`src/qec_pkg.sv`:
```
// quadrature encoder capture: shared constants, register map and carriers
// assumes a 25 MHz system clock and a 32-bit Avalon-MM register port
package qec_pkg;
  localparam int unsigned QEC_CLK_HZ = 25_000_000;
  localparam int unsigned QEC_SRC_HZ = 100_000_000;
  // sampling source runs this many times faster than clk_sys_i
  localparam int unsigned QEC_SRC_PER_CLK = QEC_SRC_HZ / QEC_CLK_HZ;
  localparam logic [3:0] QEC_SRC_SHIFT = 4'h2;
  localparam int unsigned QEC_DIV_W = 13;
  localparam int unsigned QEC_TMR_W = 16;
  localparam int unsigned QEC_FRAC_W = 12;
  localparam int unsigned QEC_CNT_W = 24;

  // register byte addresses
  localparam logic [4:0] QEC_OFS_CTRL = 5'h00;
  localparam logic [4:0] QEC_OFS_SERVO = 5'h04;
  localparam logic [4:0] QEC_OFS_PHASE = 5'h08;
  localparam logic [4:0] QEC_OFS_TRIG = 5'h0C;
  localparam logic [4:0] QEC_OFS_SFINE = 5'h10;
  localparam logic [4:0] QEC_OFS_TFINE = 5'h14;
  localparam logic [4:0] QEC_OFS_COUNT = 5'h18;

  // control field positions
  localparam int unsigned QEC_F_DEC = 0;
  localparam int unsigned QEC_F_DIV = 4;
  localparam int unsigned QEC_F_FSRC = 8;
  localparam int unsigned QEC_F_ATAN = 12;

  // decode_control values: bits 1:0 resolution, bit 2 sense, bit 3 three-phase
  localparam logic [1:0] QEC_RES_X4 = 2'h3;
  localparam logic [1:0] QEC_RES_X2 = 2'h2;
  localparam logic [1:0] QEC_RES_X1 = 2'h1;
  localparam logic [3:0] QEC_DEC_X4_CW = 4'h3;
  localparam logic [3:0] QEC_DEC_X4_CCW = 4'h7;
  localparam logic [3:0] QEC_DEC_X6_CW = 4'hB;
  localparam logic [3:0] QEC_DEC_X6_CCW = 4'hF;

  // reset values
  localparam logic [3:0] QEC_RST_DEC = QEC_DEC_X4_CW;
  localparam logic [3:0] QEC_RST_DIV = 4'h5;
  localparam logic [1:0] QEC_RST_FSRC = 2'h0;

  typedef struct packed {
    logic atan_en;
    logic [1:0] fsrc;
    logic [3:0] div;
    logic [3:0] dec;
  } qec_ctrl_t;

  typedef struct packed {
    logic a;
    logic b;
    logic c;
  } qec_enc_t;

  typedef struct packed {
    logic servo;
    logic phase;
    logic trig;
  } qec_tick_t;
endpackage

```
`src/qec_capture.sv`:
```
// quadrature encoder capture: decode, count, 1/T fraction, three coarse and two fine latches
// encoder and tick inputs are synchronous to clk_sys_i; ticks are 1-cycle pulses
// Overview of operation
// - decode_control 3 or 7 counts four per line, the two being opposite senses
// - decode_control also offers two-per-line and one-per-line resolutions
// - direction follows which of A and B leads the other
// - opposite sense reverses the sign of every count
// - fraction select 0 puts a 1/256-count timer estimate in latch low byte
// - servo, phase and trigger events each latch the position into their register
// - whole counts occupy the upper 24 bits of each coarse latch and the upper 20 bits of each fine latch
// - fraction select nonzero forces the latch low byte to zero
// - with timer extension, servo event latches a 12-bit-fraction fine position
// - with timer extension, trigger event latches a 12-bit-fraction fine position
// - arctangent enable does not derive any fraction from converter data
// - sampling runs at 100 MHz divided by two to the n, n 2..15 (0 and 1 sample every clk_sys_i), default 5
// - decode_control 11 and 15 count six per cycle from A, B, C
//
// Local design decisions: the register addresses and the Avalon-MM slave port.
module qec_capture
  import qec_pkg::*;
(
  // clock and reset
  input wire logic clk_sys_i,
  input wire logic rst_i,
  // encoder lines and capture events
  input wire qec_pkg::qec_enc_t enc_i,
  input wire qec_pkg::qec_tick_t tick_i,
  // avalon-mm slave
  input wire logic [4:0] avs_address_i,
  input wire logic avs_read_i,
  input wire logic avs_write_i,
  input wire logic [31:0] avs_writedata_i,
  output logic [31:0] avs_readdata_o,
  output logic avs_waitrequest_o
);
  import qec_pkg::*;

  qec_ctrl_t ctrl;
  logic [31:0] servo_tick_position_latch;
  logic [31:0] phase_tick_position_latch;
  logic [31:0] trigger_position_latch;
  logic [31:0] servo_fine_position_latch;
  logic [31:0] trigger_fine_position_latch;
  logic [QEC_CNT_W-1:0] pos;
  logic [QEC_DIV_W-1:0] div_cnt;
  logic sample;
  qec_enc_t enc_q;
  logic [QEC_TMR_W-1:0] elapsed;
  logic [QEC_TMR_W-1:0] period;
  logic last_up;

  // sampling strobe: one sample every 2^n source clocks, at least every clk_sys_i
  logic [QEC_DIV_W-1:0] div_load;
  always_comb
  begin
    if (ctrl.div <= QEC_SRC_SHIFT)
      div_load = '0;
    else
      div_load = QEC_DIV_W'((1 << (ctrl.div - QEC_SRC_SHIFT)) - 1);
  end

  always_ff @(posedge clk_sys_i)
  begin
    if (rst_i)
    begin
      div_cnt <= '0;
      sample <= 1'b0;
    end
    else if (div_cnt == '0)
    begin
      div_cnt <= div_load;
      sample <= 1'b1;
    end
    else
    begin
      div_cnt <= div_cnt - 1'b1;
      sample <= 1'b0;
    end
  end

  always_ff @(posedge clk_sys_i)
  begin
    if (rst_i)
      enc_q <= '0;
    else if (sample)
      enc_q <= enc_i;
  end

  // hall state to phase index 0..5; 7 marks an illegal all-high or all-low state
  function automatic logic [2:0] qec_hall_idx(input qec_enc_t e);
    unique case ({e.a, e.b, e.c})
      3'b100: qec_hall_idx = 3'h0;
      3'b110: qec_hall_idx = 3'h1;
      3'b010: qec_hall_idx = 3'h2;
      3'b011: qec_hall_idx = 3'h3;
      3'b001: qec_hall_idx = 3'h4;
      3'b101: qec_hall_idx = 3'h5;
      default: qec_hall_idx = 3'h7;
    endcase
  endfunction

  // step decision; up means count increments in the clockwise sense
  logic step;
  logic up_raw;
  logic up;
  logic a_chg;
  logic b_chg;
  logic [2:0] h_old;
  logic [2:0] h_new;
  always_comb
  begin
    a_chg = sample && (enc_i.a != enc_q.a);
    b_chg = sample && (enc_i.b != enc_q.b);
    h_old = qec_hall_idx(enc_q);
    h_new = qec_hall_idx(enc_i);
    step = 1'b0;
    up_raw = 1'b0;
    if (ctrl.dec[3])
    begin
      // six counts per cycle; skipped or illegal states are not counted
      if (sample && h_old != 3'h7 && h_new != 3'h7)
      begin
        if (h_new == ((h_old == 3'h5) ? 3'h0 : h_old + 3'h1))
        begin
          step = 1'b1;
          up_raw = 1'b1;
        end
        else if (h_old == ((h_new == 3'h5) ? 3'h0 : h_new + 3'h1))
          step = 1'b1;
      end
    end
    else
    begin
      // a double change is a lost sample and is dropped rather than guessed
      if (a_chg && !b_chg)
      begin
        up_raw = ~(enc_q.a ^ enc_i.b);
        unique case (ctrl.dec[1:0])
          QEC_RES_X4: step = 1'b1;
          QEC_RES_X2: step = 1'b1;
          QEC_RES_X1: step = enc_i.a;
          default: step = 1'b0;
        endcase
      end
      else if (b_chg && !a_chg && ctrl.dec[1:0] == QEC_RES_X4)
      begin
        step = 1'b1;
        up_raw = enc_i.a ^ enc_q.b;
      end
    end
    up = up_raw ^ ctrl.dec[2];
  end

  always_ff @(posedge clk_sys_i)
  begin
    if (rst_i)
      pos <= '0;
    else if (step)
      pos <= up ? pos + 1'b1 : pos - 1'b1;
  end

  // 1/T timer: time since last edge against the last edge interval
  always_ff @(posedge clk_sys_i)
  begin
    if (rst_i)
    begin
      elapsed <= '0;
      period <= '0;
      last_up <= 1'b1;
    end
    else if (step)
    begin
      elapsed <= '0;
      period <= (&elapsed) ? elapsed : elapsed + 1'b1;
      last_up <= up;
    end
    else if (!(&elapsed))
      elapsed <= elapsed + 1'b1;
  end

  // fraction saturates just short of one count so it never passes the next edge;
  // arctangent enable is stored only, fraction always comes from the timer
  logic [QEC_FRAC_W-1:0] frac;
  logic [QEC_TMR_W+QEC_FRAC_W-1:0] quot;
  logic [QEC_CNT_W+QEC_FRAC_W-1:0] est;
  always_comb
  begin
    quot = '0;
    if (period != '0)
      quot = {elapsed, QEC_FRAC_W'(0)} / (QEC_TMR_W+QEC_FRAC_W)'(period);
    if (period == '0)
      frac = '0;
    else if (elapsed >= period)
      frac = '1;
    else
      frac = quot[QEC_FRAC_W-1:0];
    if (last_up)
      est = {pos, frac};
    else
      est = {pos, QEC_FRAC_W'(0)} - (QEC_CNT_W+QEC_FRAC_W)'(frac);
  end

  logic timer_ext;
  logic [31:0] coarse;
  always_comb
  begin
    timer_ext = (ctrl.fsrc == 2'h0);
    if (timer_ext)
      coarse = est[QEC_CNT_W+QEC_FRAC_W-1:4];
    else
      coarse = {pos, 8'h00};
  end

  always_ff @(posedge clk_sys_i)
  begin
    if (rst_i)
    begin
      servo_tick_position_latch <= '0;
      phase_tick_position_latch <= '0;
      trigger_position_latch <= '0;
    end
    else
    begin
      if (tick_i.servo)
        servo_tick_position_latch <= coarse;
      if (tick_i.phase)
        phase_tick_position_latch <= coarse;
      if (tick_i.trig)
        trigger_position_latch <= coarse;
    end
  end

  // fine latches drop the top four count bits to make room for 12 fraction bits
  always_ff @(posedge clk_sys_i)
  begin
    if (rst_i)
    begin
      servo_fine_position_latch <= '0;
      trigger_fine_position_latch <= '0;
    end
    else if (timer_ext)
    begin
      if (tick_i.servo)
        servo_fine_position_latch <= est[31:0];
      if (tick_i.trig)
        trigger_fine_position_latch <= est[31:0];
    end
  end

  // bus slave: every access waits exactly one cycle
  logic access;
  logic [31:0] rd_mux;
  always_comb
  begin
    access = avs_read_i || avs_write_i;
    unique case (avs_address_i)
      QEC_OFS_CTRL: rd_mux = 32'(ctrl.atan_en) << QEC_F_ATAN
                            | 32'(ctrl.fsrc) << QEC_F_FSRC
                            | 32'(ctrl.div) << QEC_F_DIV
                            | 32'(ctrl.dec) << QEC_F_DEC;
      QEC_OFS_SERVO: rd_mux = servo_tick_position_latch;
      QEC_OFS_PHASE: rd_mux = phase_tick_position_latch;
      QEC_OFS_TRIG: rd_mux = trigger_position_latch;
      QEC_OFS_SFINE: rd_mux = servo_fine_position_latch;
      QEC_OFS_TFINE: rd_mux = trigger_fine_position_latch;
      QEC_OFS_COUNT: rd_mux = {8'h00, pos};
      default: rd_mux = 32'h0000_0000;
    endcase
  end

  always_ff @(posedge clk_sys_i)
  begin
    if (rst_i)
      avs_waitrequest_o <= 1'b1;
    else
      avs_waitrequest_o <= !(access && avs_waitrequest_o);
  end

  always_ff @(posedge clk_sys_i)
  begin
    if (rst_i)
      avs_readdata_o <= '0;
    else if (avs_read_i && avs_waitrequest_o)
      avs_readdata_o <= rd_mux;
  end

  always_ff @(posedge clk_sys_i)
  begin
    if (rst_i)
    begin
      ctrl.dec <= QEC_RST_DEC;
      ctrl.div <= QEC_RST_DIV;
      ctrl.fsrc <= QEC_RST_FSRC;
      ctrl.atan_en <= 1'b0;
    end
    else if (avs_write_i && !avs_waitrequest_o && avs_address_i == QEC_OFS_CTRL)
    begin
      ctrl.dec <= avs_writedata_i[QEC_F_DEC +: 4];
      ctrl.div <= avs_writedata_i[QEC_F_DIV +: 4];
      ctrl.fsrc <= avs_writedata_i[QEC_F_FSRC +: 2];
      ctrl.atan_en <= avs_writedata_i[QEC_F_ATAN];
    end
  end

  // checks
  bus_wait_pulse_a: assert property (@(posedge clk_sys_i) disable iff (rst_i)
    access && avs_waitrequest_o |=> !avs_waitrequest_o ##1 avs_waitrequest_o)
    else $error("waitrequest did not drop for exactly one cycle");

  coarse_zero_frac_a: assert property (@(posedge clk_sys_i) disable iff (rst_i)
    tick_i.servo && !timer_ext |=> servo_tick_position_latch == {$past(pos), 8'h00})
    else $error("servo latch low byte not zero with timer extension off");

  servo_latch_pos_a: assert property (@(posedge clk_sys_i) disable iff (rst_i)
    tick_i.servo && timer_ext && last_up |=>
      servo_tick_position_latch[31:8] == $past(pos))
    else $error("servo latch whole count wrong");

  phase_latch_pos_a: assert property (@(posedge clk_sys_i) disable iff (rst_i)
    tick_i.phase && last_up |=> phase_tick_position_latch[31:8] == $past(pos))
    else $error("phase latch whole count wrong");

  trig_latch_pos_a: assert property (@(posedge clk_sys_i) disable iff (rst_i)
    tick_i.trig && !timer_ext |=> trigger_position_latch == {$past(pos), 8'h00})
    else $error("trigger latch wrong");

  fine_servo_pos_a: assert property (@(posedge clk_sys_i) disable iff (rst_i)
    tick_i.servo && timer_ext && last_up |=>
      servo_fine_position_latch[31:12] == $past(pos[19:0]))
    else $error("fine servo latch whole count wrong");

  fine_trig_pos_a: assert property (@(posedge clk_sys_i) disable iff (rst_i)
    tick_i.trig && timer_ext && last_up |=>
      trigger_fine_position_latch[31:12] == $past(pos[19:0]))
    else $error("fine trigger latch whole count wrong");

  // after an A edge, A and B differ exactly when A leads
  x4_step_dir_a: assert property (@(posedge clk_sys_i) disable iff (rst_i)
    a_chg && !b_chg && !ctrl.dec[3] && ctrl.dec[1:0] == QEC_RES_X4 |=>
      pos == $past(pos) + ($past(enc_i.a ^ enc_i.b ^ ctrl.dec[2]) ? 24'h000001 : 24'hFFFFFF))
    else $error("x4 step size or direction wrong");

  sample_rate_a: assert property (@(posedge clk_sys_i) disable iff (rst_i)
    sample && ctrl.div == QEC_RST_DIV && $stable(ctrl.div) |=> !sample [*7])
    else $error("sampling strobe faster than the set divider");

  x1_one_edge_a: assert property (@(posedge clk_sys_i) disable iff (rst_i)
    a_chg && !enc_i.a && !ctrl.dec[3] && ctrl.dec[1:0] == QEC_RES_X1 |=> $stable(pos))
    else $error("x1 decode counted a falling edge");
endmodule

```
`config.mk`:
```
export PLATFORM = sky130hd
export DESIGN_NAME = qec_capture
export DESIGN_NICKNAME = d
export VERILOG_FILES = /design/src/qec_pkg.sv /design/src/qec_capture.sv
export SDC_FILE = /design/constraint.sdc
export NUM_CORES = 2
export LEC_CHECK = 0
export ABC_AREA = 1
export BUFFER_PORTS_ARGS = -buffer_cell sky130_fd_sc_hd__clkbuf_2
export CAP_MARGIN = 5
export CORE_MARGIN = 4
export CORE_UTILIZATION = 26
export DETAILED_ROUTE_END_ITERATION = 6
export GPL_ROUTABILITY_DRIVEN = 0
export GPL_TIMING_DRIVEN = 1
export HOLD_SLACK_MARGIN = 0.1
export PLACE_DENSITY_LB_ADDON = 0.15
export SYNTH_ARGS = -nofsm -noshare
export SYNTH_HDL_FRONTEND = slang
export SYNTH_SLANG_ARGS = --single-unit
export TNS_END_PERCENT = 10
```
`constraint.sdc`:
```
create_clock -name clk_sys_i -period 84.5 [get_ports clk_sys_i]
set_input_delay 0 -clock clk_sys_i [delete_from_list [all_inputs] [get_ports clk_sys_i]]
set_output_delay 0 -clock clk_sys_i [all_outputs]
set_load 0.02 [all_outputs]
```
==> metrics <==
status=finished clean; I/O pins=80; Synth Register Bits=278; DIE HEIGHT=364 µm; worst reg-to-reg path cell count=between 400 and 500; Hold Path End=ctrl[2]; max_cap viols=0; row count=130; hold path startpoint=avs_write_i; CTS root buf=clkbuf_16; first-pass GRT wire length=between 150000 and 200000 µm; critical path class=reg2reg; CP Data Required Time=85.00 ns; final wirelength=~110000 µm; fillcell total=approximately 14000; sequential share of the synthesized area=0.169; P&R area growth vs syn=10.1%; synth top area cells=dfxtp_1 17%, ha_1 14%, nand2_1 13%, inv_1 7.7%, a21oi_1 7.1%; Main synth FF type=dfxtp_1; GRT overflow=0; Mapped Cells=5162; Routed Antenna Nets=0; Synth area leader=dfxtp_1; Residual DRC=0; die area=0.132 mm²; Hold Violations, Final=0; post-synth cell types=90; Critical-path top delay cell=nor2_4; max frequency=between 10 and 15 MHz; CTS Sinks=around 280; register area=0.00557 mm²; Tcrit/Tclk final=0.830; Max Slew Vio Count=0; final setup vio count=0; largest net degree at the start of global routing=between 60 and 70; RSZ-0062 raised after global routing=false; syn_area_per_cell=~6.4 µm²; crit path time final=approximately 70 ns; max incr delay on CP=approximately 0.6 ns; DRT iter0 DRCs=1714; Reg clk slew, reported paths=0.05 ns; Synth warnings=0; Critical Path Sink Type=flop; sum of net half-perimeters after detailed placement=roughly 80000 µm; die width=about 360 µm; vias in the first global route=between 30000 and 40000; Port Buffers=58; Overall Global Routing Usage=0.158; Worst Skew=0.0225 ns; Syn Std Cell Area=0.0329 mm²; crit path DAT=approximately 71 ns; # diodes=0; CP max FO=29; share of layout cells above drive strength 1=0.0806; max_slew headroom=0.250; setup TNS=0 ns; EDFF count, synth=0; worst r2r src=period[8]; Via Count=roughly 32000; total CTS buffers=36; CTS tree=done; area of the multi-input gates=around 0.024 mm²; Synth top area share=0.169; wire length per cell=~16 µm; Startpoint Class=flop; clock buffer depth=3; PostCTS Resize Cnt=0; H-Tree Depth=2; Worst Hold Class=in2reg; Most common cell on crit path=nand2_1; count leader, synth=nand2_1; R2R Setup Slk=14.38 ns; reg2reg end=phase_tick_position_latch[18]; ys async rst share=0; Synth top cells by count=1161 x nand2_1, 678 x inv_1, 469 x a21oi_1; core area=between 0.1 and 0.15 mm²; initial core utilization=0.262; Mapped Nets=5576; setup bufs post-CTS=0; WHS Path Cells=5; Least-Margin Pin Slew=between 1 and 1.5 ns; initial antenna violation count=0; clock latency on the worst-skew pair=approximately 0.56 ns; Detailed Routing Iterations Pass 1=5; Final #Nets=around 5600; vias per cell=roughly 4.7
## how the worst max path moves through the flow
stage / from / endpoint
after floorplan: period[0] / phase_tick_position_latch[26]
after global placement: period[8] / servo_tick_position_latch[18]
after detailed placement: period[8] / servo_tick_position_latch[18]
after CTS: period[8] / servo_tick_position_latch[18]
after global routing: period[8] / trigger_position_latch[18]
final: period[8] / phase_tick_position_latch[18]
## per-layer routing
layer,GRT usage,wire length [µm]
met1,0.218,53100
met2,0.276,49600
met3,0.0110,2730
met4,0.0226,1360
met5,0,0
## worst max-delay path: cells and delay by family (launching register included)
kind	cells	cell delay [ns]
compound gates	141	25.74
xor+xnor	1	0.58
fa+ha+maj	29	9.18
buf+inv	54	9.18
flops	1	0.31
simple gates	216	24.70
## placed cells by master, fill, tap and decap left out, types with 25 or more instances in the layout
cell type      synthesis  layout
nand2_1             1161    1159
inv_1                678     678
a21oi_1              469     469
o21ai_0              383     383
ha_1                 365     365
nor2_1               343     339
nand3_1              290     290
dfxtp_1              278     278
xor2_1               168     167
xnor2_1              116     116
nand4_1               72      72
clkbuf_2               0      57
nor3_1                51      51
o22ai_1               51      51
nand2_2               48      50
o21ai_1               50      50
buf_4                 12      44
or2_2                 38      38
clkbuf_16              0      36
inv_2                 31      32
o21bai_1              30      30
dlygate4sd3_1          2      30
nand3_2               28      28
a21o_1                26      26
nor2_2                22      26
a221oi_1              26      26
o211ai_1              25      25
## repair_timing
| item | 4_1_cts | 5_1_grt |
|---|---|---|
| hold buffers | 30 | 0 |
| endpoints found under the hold margin | 101 | 0 |
| setup endpoints to repair | 0 | 0 |
## cell type report
type	count	share of cell area
clock buffer	51	0.0281
clock inverter	11	0.00400
tap	1650	0.0570
timing repair buffer	131	0.0253
sequential	278	0.154
inverter	723	0.0751
multi-input combinational	4004	0.657
## through the flow
| stage | hold WS, ns | std cells | utilization | instance area [µm²] | setup WS [ns] |
|---|---|---|---|---|---|
| finish | 0.185 | 6848 | 0.288 | 36200 | 14.38 |
| global route | 0.215 | 6848 | 0.288 | 36200 | 5.58 |
| CTS | 0.153 | 6848 | 0.288 | 36200 | 13.55 |
| detailed placement | 0.223 | 6756 | 0.277 | 34800 | 13.85 |
| global placement | 0.222 | 6756 | 0.277 | 34800 | 13.90 |
| floorplan | 0.116 | 5162 | - | 32900 | 24.39 |
## flip-flops by register name, indices dropped and copies added, names as in the netlist
register,cells
enc_q,3
servo_tick_position_latch,32
avs_waitrequest_o,1
ctrl,11
period,16
avs_readdata_o,32
last_up,1
trigger_position_latch,32
pos,24
servo_fine_position_latch,32
phase_tick_position_latch,32
div_cnt,13
elapsed,16
trigger_fine_position_latch,32
sample,1
## cell families after synthesis
group / count (synthesis) / share of synthesized area
AO/OA/AOI/OAI: 1182 / 0.204
buffers and inverters: 880 / 0.108
multiplexers: 1 / 0.000304
AND/OR/NAND/NOR: 2167 / 0.301
adder cells (fa/ha/maj): 367 / 0.140
XOR/XNOR: 287 / 0.0774
flip-flops: 278 / 0.169
Power is not shown: default switching activity piles up to over one toggle a cycle in this logic, so the estimate is an artifact.
